==> config.mk <==
export PLATFORM = sky130hd
export DESIGN_NAME = ebtc_timer
export DESIGN_NICKNAME = d
export VERILOG_FILES = /design/src/ebtc_pkg.sv /design/src/ebtc_tick_if.sv /design/src/ebtc_clksel.sv /design/src/ebtc_timer.sv
export SDC_FILE = /design/constraint.sdc
export NUM_CORES = 1
export LEC_CHECK = 0
export ABC_AREA = 1
export BUFFER_PORTS_ARGS = -buffer_cell sky130_fd_sc_hd__buf_2
export CORE_MARGIN = 1.5
export CORE_UTILIZATION = 47
export CTS_CLUSTER_DIAMETER = 120
export DETAILED_ROUTE_END_ITERATION = 8
export PLACE_DENSITY = 0.8
export SETUP_SLACK_MARGIN = 0.1
export SYNTH_ARGS = -nofsm -noshare
export SYNTH_HDL_FRONTEND = slang
export SYNTH_SLANG_ARGS = --single-unit
==> constraint.sdc <==
create_clock -name pclk -period 5.35 [get_ports pclk]
set_input_delay 0.2675 -clock pclk [delete_from_list [all_inputs] [get_ports pclk]]
set_output_delay 0.2675 -clock pclk [all_outputs]
set_load 0.1 [all_outputs]
==> src/ebtc_pkg.sv <==
package ebtc_pkg;
	// Register word addresses (byte offsets on APB)
	localparam logic [7:0] CTRL_A_OFS    = 8'h00;
	localparam logic [7:0] CTRL_B_OFS    = 8'h04;
	localparam logic [7:0] COUNT_OFS     = 8'h08;
	localparam logic [7:0] CMP_A_OFS     = 8'h0C;
	localparam logic [7:0] CMP_B_OFS     = 8'h10;
	localparam logic [7:0] IMASK_OFS     = 8'h14;
	localparam logic [7:0] IFLAG_OFS     = 8'h18;
	localparam logic [7:0] ASYNC_OFS     = 8'h1C;
	localparam logic [7:0] POWER_OFS     = 8'h20;
	// Field positions
	localparam int WGM0_POS  = 0;
	localparam int WGM1_POS  = 1;
	localparam int COMB_POS  = 4;
	localparam int COMA_POS  = 6;
	localparam int CS_POS    = 0;
	localparam int WGM2_POS  = 3;
	localparam int FOCB_POS  = 6;
	localparam int FOCA_POS  = 7;
	localparam int OVF_POS   = 0;
	localparam int MA_POS    = 1;
	localparam int MB_POS    = 2;
	localparam int AS_POS    = 3;
	localparam int PRR_POS   = 0;
	// Counter extremes
	localparam logic [7:0] BOTTOM_VAL = 8'h00;
	localparam logic [7:0] MAX_VAL    = 8'hFF;
	// Reset values
	localparam logic [7:0] RESET_BYTE = 8'h00;
	localparam logic       POWER_RST  = 1'b0;
	// Prescaler divisors selected by clock-select 2..7
	localparam int PRESC_W = 10;
	localparam logic [9:0] DIV8_MASK    = 10'h007;
	localparam logic [9:0] DIV32_MASK   = 10'h01F;
	localparam logic [9:0] DIV64_MASK   = 10'h03F;
	localparam logic [9:0] DIV128_MASK  = 10'h07F;
	localparam logic [9:0] DIV256_MASK  = 10'h0FF;
	localparam logic [9:0] DIV1024_MASK = 10'h3FF;

	// Waveform modes
	typedef enum logic [2:0] {
		EBTC_NORMAL   = 3'b000,
		EBTC_PC_FF    = 3'b001,
		EBTC_CTC      = 3'b010,
		EBTC_FAST_FF  = 3'b011,
		EBTC_RSV4     = 3'b100,
		EBTC_PC_OCA   = 3'b101,
		EBTC_RSV6     = 3'b110,
		EBTC_FAST_OCA = 3'b111
	} ebtc_wgm_t;
endpackage

==> src/ebtc_tick_if.sv <==
`timescale 1ns/100ps
// Timer clock enable and its setup between top and clock-select unit
interface ebtc_tick_if;
	logic [2:0] clock_select_field;
	logic       async_clock_select;
	logic       enable;
	logic       tick;
	modport sel (input clock_select_field, input async_clock_select, input enable, output tick);
	modport core (output clock_select_field, output async_clock_select, output enable, input tick);
endinterface

==> src/ebtc_clksel.sv <==
`timescale 1ns/100ps
// Clock select: builds the one-cycle timer clock enable
module ebtc_clksel (
	input  wire logic pclk,
	input  wire logic presetn,
	input  wire logic crystal_pin_in,
	ebtc_tick_if.sel  tk
);
	logic [ebtc_pkg::PRESC_W-1:0] presc_q;
	logic [2:0]                   xtal_sync_q;
	logic                         xtal_lvl_q;
	logic                         xtal_rise;
	logic [ebtc_pkg::PRESC_W-1:0] mask;
	logic                         src_tick;

	// Prescaler runs only while enabled, so a restart begins aligned
	always_ff @(posedge pclk or negedge presetn) begin
		if (!presetn) begin
			presc_q <= '0;
		end else if (!tk.enable) begin
			presc_q <= '0;
		end else if (src_tick) begin
			presc_q <= presc_q + 1'b1;
		end
	end

	// Crystal input: three stages, a rising change counts when last two agree
	always_ff @(posedge pclk or negedge presetn) begin
		if (!presetn) begin
			xtal_sync_q <= '0;
			xtal_lvl_q  <= 1'b0;
		end else begin
			xtal_sync_q <= {xtal_sync_q[1:0], crystal_pin_in};
			if (xtal_sync_q[1] == xtal_sync_q[2]) begin
				xtal_lvl_q <= xtal_sync_q[2];
			end
		end
	end
	assign xtal_rise = (xtal_sync_q[1] == xtal_sync_q[2]) && xtal_sync_q[2] && !xtal_lvl_q;

	assign src_tick = tk.async_clock_select ? xtal_rise : 1'b1;

	// Divisor mask per clock-select value
	always_comb begin
		mask = '0;
		case (tk.clock_select_field)
			3'd2:    mask = ebtc_pkg::DIV8_MASK;
			3'd3:    mask = ebtc_pkg::DIV32_MASK;
			3'd4:    mask = ebtc_pkg::DIV64_MASK;
			3'd5:    mask = ebtc_pkg::DIV128_MASK;
			3'd6:    mask = ebtc_pkg::DIV256_MASK;
			3'd7:    mask = ebtc_pkg::DIV1024_MASK;
			default: mask = '0;
		endcase
	end

	assign tk.tick = tk.enable && (tk.clock_select_field != 3'd0) && src_tick
		&& ((presc_q & mask) == mask);
endmodule

==> src/ebtc_timer.sv <==
// Implementation choices: the placing of the registers and the APB slave port.
`timescale 1ns/100ps
module ebtc_timer #(
	parameter int CNT_W = 8
) (
	input  wire logic             pclk,
	input  wire logic             presetn,
	input  wire logic             psel,
	input  wire logic             penable,
	input  wire logic             pwrite,
	input  wire logic [7:0]       paddr,
	input  wire logic [31:0]      pwdata,
	output logic      [31:0]      prdata,
	output logic                  pready,
	output logic                  pslverr,
	input  wire logic             crystal_pin_in,
	input  wire logic             overflow_ack,
	input  wire logic             match_a_ack,
	input  wire logic             match_b_ack,
	output logic                  overflow_irq,
	output logic                  match_a_irq,
	output logic                  match_b_irq,
	output logic                  compare_out_a,
	output logic                  compare_out_b,
	output logic                  compare_out_en_a,
	output logic                  compare_out_en_b
);
	logic [7:0]       control_reg_a_q;
	logic [7:0]       control_reg_b_q;
	logic [CNT_W-1:0] count_value_q;
	logic [CNT_W-1:0] cmp_act_q [2];
	logic [CNT_W-1:0] cmp_buf_q [2];
	logic [2:0]       interrupt_mask_reg_q;
	logic [2:0]       interrupt_flag_reg_q;
	logic             async_clock_select_q;
	logic             timer_power_reduce_bit_q;
	logic             down_q;
	logic             block_q;
	logic [1:0]       match_pend_q;
	logic [1:0]       compare_out_q;
	logic [1:0]       oc_d;
	logic             wr;
	logic             rd_ok;
	logic             cnt_wr;
	logic             tick;
	logic [2:0]       waveform_mode_field;
	logic [CNT_W-1:0] top;
	logic             is_pwm;
	logic             is_pc;
	logic             at_top;
	logic             at_bottom;
	logic [1:0]       match;
	logic [1:0]       compare_output_mode [2];
	logic [1:0]       force_compare_strobe;
	logic [2:0]       flag_set;
	logic [2:0]       flag_clr;
	logic [CNT_W-1:0] count_d;
	logic             upd_cmp;
	logic [31:0]      rd_d;

	ebtc_tick_if tk ();

	ebtc_clksel u_clksel (
		.pclk           (pclk),
		.presetn        (presetn),
		.crystal_pin_in (crystal_pin_in),
		.tk             (tk)
	);

	// Setup to the clock-select unit
	assign tk.clock_select_field = control_reg_b_q[ebtc_pkg::CS_POS +: 3];
	assign tk.async_clock_select = async_clock_select_q;
	assign tk.enable = !timer_power_reduce_bit_q;
	assign tick      = tk.tick;

	// APB: zero wait states, no errors
	assign pready  = 1'b1;
	assign pslverr = 1'b0;
	assign wr      = psel && penable && pwrite;
	assign cnt_wr  = wr && (paddr == ebtc_pkg::COUNT_OFS);

	// mode assembled from both control registers
	assign waveform_mode_field = {control_reg_b_q[ebtc_pkg::WGM2_POS],
		control_reg_a_q[ebtc_pkg::WGM1_POS], control_reg_a_q[ebtc_pkg::WGM0_POS]};
	assign is_pwm = waveform_mode_field[0];
	assign is_pc  = is_pwm && !waveform_mode_field[1];
	assign top = (waveform_mode_field == 3'd0 || waveform_mode_field == 3'd1
		|| waveform_mode_field == 3'd3) ? ebtc_pkg::MAX_VAL[CNT_W-1:0] : cmp_act_q[0];
	assign at_top    = (count_value_q == top);
	assign at_bottom = (count_value_q == ebtc_pkg::BOTTOM_VAL[CNT_W-1:0]);
	// output modes read live from control A
	assign compare_output_mode[0] = control_reg_a_q[ebtc_pkg::COMA_POS +: 2];
	assign compare_output_mode[1] = control_reg_a_q[ebtc_pkg::COMB_POS +: 2];
	// Strobes only act in non-PWM modes
	assign force_compare_strobe[0] = wr && (paddr == ebtc_pkg::CTRL_B_OFS)
		&& pwdata[ebtc_pkg::FOCA_POS] && !is_pwm;
	assign force_compare_strobe[1] = wr && (paddr == ebtc_pkg::CTRL_B_OFS)
		&& pwdata[ebtc_pkg::FOCB_POS] && !is_pwm;

	// Comparators; suppress after count write
	genvar gi;
	generate
		for (gi = 0; gi < 2; gi++) begin : g_cmp
			assign match[gi] = (count_value_q == cmp_act_q[gi]) && !block_q && !cnt_wr;
		end
	endgenerate

	// block lasts until the next timer clock
	always_ff @(posedge pclk or negedge presetn) begin
		if (!presetn) begin
			block_q <= 1'b0;
		end else if (cnt_wr) begin
			block_q <= 1'b1;
		end else if (tick) begin
			block_q <= 1'b0;
		end
	end

	// Match latched, flagged at the next timer clock
	always_ff @(posedge pclk or negedge presetn) begin
		if (!presetn) begin
			match_pend_q <= '0;
		end else if (tick) begin
			match_pend_q <= match;
		end
	end

	// Counter next value
	always_comb begin
		count_d = count_value_q;
		if (tick) begin
			if (is_pc) begin
				if (down_q) begin
					count_d = count_value_q - 1'b1;
				end else begin
					count_d = count_value_q + 1'b1;
				end
				if (at_top && !down_q) begin
					count_d = count_value_q - 1'b1;
				end else if (at_bottom && down_q) begin
					count_d = count_value_q + 1'b1;
				end
			end else if (waveform_mode_field == 3'd0) begin
				count_d = count_value_q + 1'b1;
			end else if (at_top) begin
				count_d = ebtc_pkg::BOTTOM_VAL[CNT_W-1:0];
			end else begin
				count_d = count_value_q + 1'b1;
			end
		end
	end

	// write wins; no tick holds; eight-bit count
	always_ff @(posedge pclk or negedge presetn) begin
		if (!presetn) begin
			count_value_q <= '0;
		end else if (cnt_wr) begin
			count_value_q <= pwdata[CNT_W-1:0];
		end else begin
			count_value_q <= count_d;
		end
	end

	// Direction for dual slope
	always_ff @(posedge pclk or negedge presetn) begin
		if (!presetn) begin
			down_q <= 1'b0;
		end else if (!is_pc) begin
			down_q <= 1'b0;
		end else if (tick && at_top) begin
			down_q <= 1'b1;
		end else if (tick && at_bottom) begin
			down_q <= 1'b0;
		end
	end

	// buffered update at top (phase correct) or at bottom or top (fast)
	assign upd_cmp = tick && (is_pc ? at_top : at_bottom || at_top);

	always_ff @(posedge pclk or negedge presetn) begin
		if (!presetn) begin
			cmp_act_q[0] <= '0;
			cmp_act_q[1] <= '0;
			cmp_buf_q[0] <= '0;
			cmp_buf_q[1] <= '0;
		end else begin
			if (wr && paddr == ebtc_pkg::CMP_A_OFS) begin
				cmp_buf_q[0] <= pwdata[CNT_W-1:0];
			end
			if (wr && paddr == ebtc_pkg::CMP_B_OFS) begin
				cmp_buf_q[1] <= pwdata[CNT_W-1:0];
			end
			if (!is_pwm) begin
				if (wr && paddr == ebtc_pkg::CMP_A_OFS) begin
					cmp_act_q[0] <= pwdata[CNT_W-1:0];
				end
				if (wr && paddr == ebtc_pkg::CMP_B_OFS) begin
					cmp_act_q[1] <= pwdata[CNT_W-1:0];
				end
			end else if (upd_cmp) begin
				cmp_act_q[0] <= cmp_buf_q[0];
				cmp_act_q[1] <= cmp_buf_q[1];
			end
		end
	end

	// Waveform next value per channel
	always_comb begin
		oc_d = compare_out_q;
		for (int i = 0; i < 2; i++) begin
			if (!is_pwm) begin
				// set, clear or toggle on match or force
				if ((tick && match[i]) || force_compare_strobe[i]) begin
					case (compare_output_mode[i])
						2'd1:    oc_d[i] = !compare_out_q[i];
						2'd2:    oc_d[i] = 1'b0;
						2'd3:    oc_d[i] = 1'b1;
						default: oc_d[i] = compare_out_q[i];
					endcase
				end
			end else if (compare_output_mode[i][1]) begin
				// Inverting when low mode bit set
				if (tick && match[i]) begin
					oc_d[i] = compare_output_mode[i][0] ? !(is_pc && down_q) : (is_pc && down_q);
				end else if (tick && !is_pc && at_top) begin
					oc_d[i] = !compare_output_mode[i][0];
				end
			end
		end
	end

	// output register never reset by mode change
	always_ff @(posedge pclk or negedge presetn) begin
		if (!presetn) begin
			compare_out_q <= '0;
		end else begin
			compare_out_q <= oc_d;
		end
	end
	assign compare_out_a    = compare_out_q[0];
	assign compare_out_b    = compare_out_q[1];
	// Low while driving: any non-zero output mode takes over the pin
	assign compare_out_en_a = !(compare_output_mode[0] != 2'd0);
	assign compare_out_en_b = !(compare_output_mode[1] != 2'd0);

	// overflow: at top in fast, bottom in phase correct, wrap otherwise
	assign flag_set[ebtc_pkg::OVF_POS] = tick && (is_pc ? (at_bottom && down_q)
		: (is_pwm ? at_top : (count_value_q == ebtc_pkg::MAX_VAL[CNT_W-1:0])))
		&& !cnt_wr;
	// flag one timer clock after the match
	assign flag_set[ebtc_pkg::MA_POS] = tick && match_pend_q[0];
	assign flag_set[ebtc_pkg::MB_POS] = tick && match_pend_q[1];
	assign flag_clr = ({3{wr && paddr == ebtc_pkg::IFLAG_OFS}} & pwdata[2:0])
		| {match_b_ack, match_a_ack, overflow_ack};

	// Set beats clear so no event is lost
	always_ff @(posedge pclk or negedge presetn) begin
		if (!presetn) begin
			interrupt_flag_reg_q <= '0;
		end else begin
			interrupt_flag_reg_q <= (interrupt_flag_reg_q & ~flag_clr) | flag_set;
		end
	end

	assign overflow_irq = interrupt_flag_reg_q[ebtc_pkg::OVF_POS]
		&& interrupt_mask_reg_q[ebtc_pkg::OVF_POS];
	assign match_a_irq  = interrupt_flag_reg_q[ebtc_pkg::MA_POS]
		&& interrupt_mask_reg_q[ebtc_pkg::MA_POS];
	assign match_b_irq  = interrupt_flag_reg_q[ebtc_pkg::MB_POS]
		&& interrupt_mask_reg_q[ebtc_pkg::MB_POS];

	// Control and configuration writes; strobe bits are not stored
	always_ff @(posedge pclk or negedge presetn) begin
		if (!presetn) begin
			control_reg_a_q          <= ebtc_pkg::RESET_BYTE;
			control_reg_b_q          <= ebtc_pkg::RESET_BYTE;
			interrupt_mask_reg_q     <= '0;
			async_clock_select_q     <= 1'b0;
			timer_power_reduce_bit_q <= ebtc_pkg::POWER_RST;
		end else if (wr) begin
			if (paddr == ebtc_pkg::CTRL_A_OFS) begin
				control_reg_a_q <= pwdata[7:0] & 8'hF3;
			end else if (paddr == ebtc_pkg::CTRL_B_OFS) begin
				control_reg_b_q <= pwdata[7:0] & 8'h0F;
			end else if (paddr == ebtc_pkg::IMASK_OFS) begin
				interrupt_mask_reg_q <= pwdata[2:0];
			end else if (paddr == ebtc_pkg::ASYNC_OFS) begin
				async_clock_select_q <= pwdata[ebtc_pkg::AS_POS];
			end else if (paddr == ebtc_pkg::POWER_OFS) begin
				timer_power_reduce_bit_q <= pwdata[ebtc_pkg::PRR_POS];
			end
		end
	end

	// Read mux; compare reads follow the written path
	assign rd_ok = psel && !pwrite;
	always_comb begin
		rd_d = '0;
		if (paddr == ebtc_pkg::CTRL_A_OFS) begin
			rd_d[7:0] = control_reg_a_q;
		end else if (paddr == ebtc_pkg::CTRL_B_OFS) begin
			rd_d[7:0] = control_reg_b_q;
		end else if (paddr == ebtc_pkg::COUNT_OFS) begin
			rd_d[CNT_W-1:0] = count_value_q;
		end else if (paddr == ebtc_pkg::CMP_A_OFS) begin
			rd_d[CNT_W-1:0] = is_pwm ? cmp_buf_q[0] : cmp_act_q[0];
		end else if (paddr == ebtc_pkg::CMP_B_OFS) begin
			rd_d[CNT_W-1:0] = is_pwm ? cmp_buf_q[1] : cmp_act_q[1];
		end else if (paddr == ebtc_pkg::IMASK_OFS) begin
			rd_d[2:0] = interrupt_mask_reg_q;
		end else if (paddr == ebtc_pkg::IFLAG_OFS) begin
			rd_d[2:0] = interrupt_flag_reg_q;
		end else if (paddr == ebtc_pkg::ASYNC_OFS) begin
			rd_d[ebtc_pkg::AS_POS] = async_clock_select_q;
		end else if (paddr == ebtc_pkg::POWER_OFS) begin
			rd_d[ebtc_pkg::PRR_POS] = timer_power_reduce_bit_q;
		end
	end

	// Read data registered in the setup cycle, valid in the access phase
	always_ff @(posedge pclk or negedge presetn) begin
		if (!presetn) begin
			prdata <= '0;
		end else if (rd_ok && !penable) begin
			prdata <= rd_d;
		end
	end
endmodule

After elaboration in Yosys (flattened, before gate mapping)

Index checks and enable logic that the tools add are counted.

Flip-flop bits (word level): 86
Latch bits: 0
RAM bits: 0
Bits in read-only memories: 0
Input bits: 49
Output and inout port bits: 41
Word-level logic and storage cells: 207
Memories: 0

Add/sub/neg operators: 3
$mul: 0
Divide/modulo/power cells: 0
Order comparisons: 0
Equal/unequal tests: 34
Shift-type cells: 0
Muxes and demuxes: 55
Bitwise operators: 10
Reductions and logical operators: 85

Operators by type and width:

| operator                | count |
|---|---|
| $mux W8                 | 17 |
| $pmux W10 S6            | 1 |
| $logic_and A1 B1 Y1     | 40 |
| $eq A8 B5 Y1 const B    | 4 |
| $mux W16                | 2 |
| $mux W1                 | 27 |
| $eq A8 B8 Y1            | 3 |
| $mux W10                | 2 |
| $logic_not A1 Y1        | 17 |
| $eq A8 B4 Y1 const B    | 2 |
| $logic_not A8 Y1        | 2 |
| $reduce_bool A2 Y1      | 8 |
| $eq A3 B3 Y1 const B    | 4 |
| $reduce_and A4 Y1       | 3 |
| $add A10 B1 Y10 const B | 1 |
| $and A10 B10 Y10        | 1 |
| $eq A10 B10 Y1          | 1 |
| $eq A3 B2 Y1 const B    | 3 |
| $ne A3 B1 Y1 const B    | 3 |
| $add A8 B1 Y8 const B   | 1 |
| $eq A2 B2 Y1 const B    | 4 |
| $eq A8 B3 Y1 const B    | 1 |
| $eq A8 B6 Y1 const B    | 1 |
| $eq A8 B8 Y1 const B    | 1 |
| 21 further kinds        | 38 |

Depth between registers and ports, before layout

Word-level depth: 12
Mapped depth: 16

Modules after synthesis

A second synthesis with hierarchy kept.

Cell total of the unflattened synthesis: 857
Area, all modules: 5801.8 um2

By module, submodules not included:

| module      | times used | cells each | area each (um2) | seq. area each (um2) |
|---|---|---|---|---|
| ebtc_timer  | 1          | 756        | 5019.8          | 1801.7 |
| ebtc_clksel | 1          | 101        | 782.0           | 350.3 |

Least setup slack after synthesis

Ideal clock, no wire load.

Path kind: register to output
Start: register control_reg_a_q[6]
End: output port compare_out_en_a
Data arrival time: 1679 ps
Data required time: 5083 ps
Path slack: 3403 ps
Cell stages (with the launch flop): 2
Path through: dfrtp_1 nor2_1

Word-level cells in the longest chain between the ends: 2

RTL lines:

| item                     | line              | RTL |
|---|---|---|
| start: declaration       | ebtc_timer.sv:28  | `logic [7:0] control_reg_a_q;` |
| start signal: assignment | ebtc_timer.sv:275 | `control_reg_a_q <= ebtc_pkg::RESET_BYTE;` |
| start signal: assignment | ebtc_timer.sv:282 | `control_reg_a_q <= pwdata[7:0] & 8'hF3;` |
| $reduce_bool A2 Y1       | ebtc_timer.sv:243 | `assign compare_out_en_a = !(compare_output_mode[0] != 2'd0);` |
| $logic_not A1 Y1         | ebtc_timer.sv:243 |  |
| end: declaration         | ebtc_timer.sv:25  | `output logic compare_out_en_a,` |

Every way passes these cells.

Worst setup path after layout

Start: register control_reg_a_q[0]
End: register compare_out_q[1]

Word-level cells in the longest chain between the ends: 8

RTL lines:

| item                                                    | line              | RTL |
|---|---|---|
| $eq A3 B1 Y1 / $logic_not A3 Y1 (equally long branches) | ebtc_timer.sv:87  | `assign top = (waveform_mode_field == 3'd0 \|\| waveform_mode_field == 3'd1` |
| $logic_or A1 B1 Y1                                      | ebtc_timer.sv:87  |  |
| $logic_or A1 B1 Y1                                      | ebtc_timer.sv:88  | `\|\| waveform_mode_field == 3'd3) ? ebtc_pkg::MAX_VAL[CNT_W-1:0] : cmp_act_q[0];` |
| $mux W8                                                 | ebtc_timer.sv:88  |  |
| $eq A8 B8 Y1                                            | ebtc_timer.sv:89  | `assign at_top = (count_value_q == top);` |
| $logic_and A1 B1 Y1                                     | ebtc_timer.sv:225 | `end else if (tick && !is_pc && at_top) begin` |
| $ne A3 B1 Y1 (no source line)                           | --                |  |
| $reduce_and A4 Y1 (no source line)                      | --                |  |
| end signal: assignment                                  | ebtc_timer.sv:235 | `compare_out_q <= '0;` |
| end signal: assignment                                  | ebtc_timer.sv:237 | `compare_out_q <= oc_d;` |
| end: declaration                                        | ebtc_timer.sv:40  | `logic [1:0] compare_out_q;` |

Parallel ways exist; a longest one is shown, timed or not. The select of a mux whose other input is x is not followed.
A chain may end at the register's enable or synchronous reset.

==> parameters.txt <==
Parameter                              Value

Run status
  Run status ... completed

Layout
  Area of combinational cells with multiple inputs ... 2830 um2
  Final #Nets ... 854
  Register area ... 2152 um2
  Layout overhead on the synthesized area ... 8.801%
  Final core area utilization ... 52.88%
  Post-route cell area ... 6063 um2
  Proportion of layout cells with a drive suffix above 1 ... between 10% and 20%
  Non-filler instance count after layout ... 949
  Antenna diodes ... 0
  Fillcell total ... 1132

Die
  Core box area ... roughly 11000 um2
  Site row count ... 39
  Die ar. ... 12520 um2
  I/O pin count ... 90
  Horiz. Die Dim ... ~110 um
  Initial core utilization ... 48.60%
  Die Span Y ... 111.9 um

Synth
  Fraction of post-synthesis cell area in the top cell type by area ... about two fifths
  Post-synthesis sequential element count ... 86
  Share of synthesized flip-flops with an asynchronous set or reset ... 100.0%
  Cell variety after synth ... 47
  Part of the Yosys area used for sequential elements ... 38.62%
  Post-synthesis instance area ... 5573 um2
  Total number of yosys warnings ... 0
  Commonest cells post-synth ... nand2_1, dfrtp_1, o21ai_0
  Cell count after synthesis ... 769
  Cell taking the most area after synthesis ... dfrtp_1
  Most used flip-flop cell after synthesis ... dfrtp_1
  Most instantiated library cell after synthesis ... nand2_1
  EDFF count, synth ... 0
  Top cells by area, synth ... dfrtp_1, nand2_1, o21ai_0
  Mean cell area of the mapped netlist ... between 7 and 8 um2

Worst setup path
  Start-to-end type of the worst setup path ... reg2reg
  Startpoint type of the worst setup path ... flip-flop
  Combined buffer and inverter count along the critical path ... 2
  Beginning of the critical path ... control_reg_a_q[0]$_DFFE_PN0P_
  Critical Path End Type ... flip-flop
  Stage delay of the slowest cell on the critical path ... 0.73 ns
  Crit Reg-Reg Startpoint ... control_reg_a_q[0]$_DFFE_PN0P_
  Critical Path Slowest Stage Cell ... nor2_1
  Cells along the critical path ... buf_4, inv_2, nor2_1, nand2_1, xor2_1, nand3_1, nand2_1, nand2_1, nand2_1, nand2_1, nand2_1
  Number of logic stages on the critical path including buffering ... 11
  Critical R2R Capture ... compare_out_q[1]$_DFFE_PN0P_
  Required time at the endpoint of the critical path ... 5.64 ns
  Cell count of the worst reg-to-reg path ... 11
  Maximum fanout encountered on the critical timing path ... 55
  CP Data Arrival Time ... 3.06 ns
  Kind of cell with the highest combined delay on the critical path ... simple AND/OR/NAND/NOR gates
  Endpoint of the worst setup timing path ... compare_out_q[1]$_DFFE_PN0P_
  Cell repeated most along the worst path ... nand2_1
  Register-to-register path setup slack ... 2.58 ns

Global route
  Via count of the first global-routing pass ... 4685
  All-layer global routing usage ... 23.85%
  Largest net degree at the start of global routing ... 56
  Antenna violations before repair ... 0
  Sum of overflow across all layers after global routing ... 0
  Global-route wire length before repair ... around 24000 um

CTS
  Quantity of gates resized following cts ... 0
  Clock tree from TritonCTS ... yes
  Largest buffer count on any clock path ... 2
  Clk slew on worst S/H paths ... 0.07 ns
  Number of levels the H-tree was split into ... 3
  Number of clock sinks ... 86
  Root buffer selected by CTS ... clkbuf_16
  Cts bufs inserted ... 9
  Clk_lat worst skew ... 0.35 ns

STA
  Clock skew after layout ... 0.009852 ns
  Period utilisation layout ... 51.86%
  Rel. slew slack ... a little over two fifths
  Number of endpoints failing setup at the final stage ... 0
  Max frequency ... 360.4 MHz
  Setup Total Neg Slack ... 0 ns
  Count of endpoints failing hold in the final timing report ... 0
  Number of max-slew violations in the final report ... 0
  Time the final worst path needs with I/O delays and setup ... 2.775 ns
  Unrepaired setup endpoints after global routing ... false
  Worst-margin pin slew ... 0.8725 ns
  Minimum hold slack ... 0.02742 ns

Place
  Detailed Place HPWL ... approximately 11000 um
  Post-Place Cell Area ... 5733 um2
  Count of input and output buffers ... 39
  Routability cong. ... ~0.94
  Placed Cells incl. Taps ... 932

Detailed routing
  Via-per-instance ratio ... between 5 and 6
  First-pass iteration count of the detailed router ... 6
  DRC ... 0
  Wire length per cell after detailed routing ... 15.32 um
  Antenna viol nets, final ... 0
  Starting DRC count in detailed routing ... 520
  Detailed-route wire length ... about 15000 um
  Vias after detailed routing ... ~5200

Power and ir drop
  Reported net switching power ... 668.0 uW
  Switching Fraction ... 35.02%
  Sequential group share of total power ... 40.9%
  Peak ir drop on the vdd network ... 0.1981 mV
  Cell internal pwr ... 1.239 mW
  Relative contribution of the clock network to total power ... around 36%
  Share of total power in combinational logic ... 23.2%
  PD cells ... 314.6 nW/um2
  Static leakage ... 3.025 nW

Worst hold path
  Hold Crit Class ... in2reg

Run
  Max-cap violation count ... 0
## logic make-up (layout without fill, tap and decap cells)
kind of cell    Yosys count  count (layout)  synth area share [%]
compound gates          183             183                 19.26
simple gates            342             342                 26.81
flops                    86              86                 38.62
mux                       1               1                0.1796
buf+inv                 139             152                 12.21
fa+ha+maj                 4               4                0.8981
xor+xnor                 12              12                 1.886
other cells               2              26                0.1348
## final cells by class
cell class	instances	share of cell area, %
flip-flops and latches	86	35.49
clock inverters	7	1.568
clock buffers	9	3.714
multi-input cells	568	46.68
inverters	93	5.799
well taps	143	2.951
repair buffers	43	3.797
## flip-flops by register name, indices dropped and copies added, names as in the netlist, 2 cells and up
name / cells
u_clksel.xtal_sync_q: 3
u_clksel.presc_q: 10
interrupt_mask_reg_q: 3
compare_out_q: 2
match_pend_q: 2
control_reg_a_q: 6
cmp_act_q: 16
prdata: 8
count_value_q: 8
interrupt_flag_reg_q: 3
cmp_buf_q: 16
control_reg_b_q: 4
## how the worst min path moves through the flow
stage | end | from | cells after the start
6_report | u_clksel.xtal_sync_q[0]$_DFF_PN0_ | crystal_pin_in | 1
5_1_grt | u_clksel.xtal_sync_q[0]$_DFF_PN0_ | crystal_pin_in | 1
4_1_cts | u_clksel.xtal_sync_q[0]$_DFF_PN0_ | crystal_pin_in | 1
3_5_place_dp | u_clksel.presc_q[6]$_DFFE_PN0P_ | presetn | 1
3_3_place_gp | u_clksel.presc_q[5]$_DFFE_PN0P_ | presetn | 1
2_1_floorplan | async_clock_select_q$_DFFE_PN0P_ | presetn | 0
## power by group through the flow
| stage | sequential, mW | clock, mW | combinational [mW] |
|---|---|---|---|
| final | 0.779 | 0.686 | 0.442 |
| after global routing | 0.788 | 0.716 | 0.488 |
| after CTS | 0.778 | 0.690 | 0.441 |
| after detailed placement | 0.791 | 0 | 0.438 |
| after global placement | 0.789 | 0 | 0.432 |
| after floorplan | 0.807 | 0 | 0.336 |
## placed cells by master (no fill, tap or decap), drive strengths merged, types with 14 or more instances in the layout
| cell type | Yosys | final |
|---|---|---|
| o21ai | 111 | 111 |
| a21oi | 46 | 46 |
| conb | 2 | 26 |
| dfrtp | 86 | 86 |
| nand3 | 30 | 30 |
| inv | 92 | 94 |
| nand2 | 229 | 229 |
| nor3 | 14 | 14 |
| nor2 | 55 | 55 |
| buf | 35 | 42 |
## repair_timing
action,CTS,global route
buffers inserted,0,0
endpoints found under the hold margin,41,0
hold buffers,1,0
## through the flow
stage | power [mW] | worst slack (ns)
2_1_floorplan | 1.143 | 3.403
3_3_place_gp | 1.221 | 2.655
3_5_place_dp | 1.228 | 2.634
4_1_cts | 1.909 | 2.609
5_1_grt | 1.992 | 2.370
6_report | 1.907 | 2.575
## layer usage
layer  global-route usage (%)  vias up  wire [um]
li1                         -     2508          -
met1                    32.70     2416       6325
met2                    37.64      226       6666
met3                    5.171       31       1219
met4                    7.932        0        328
met5                        0        -          0
(Power assumes the default switching activity.)
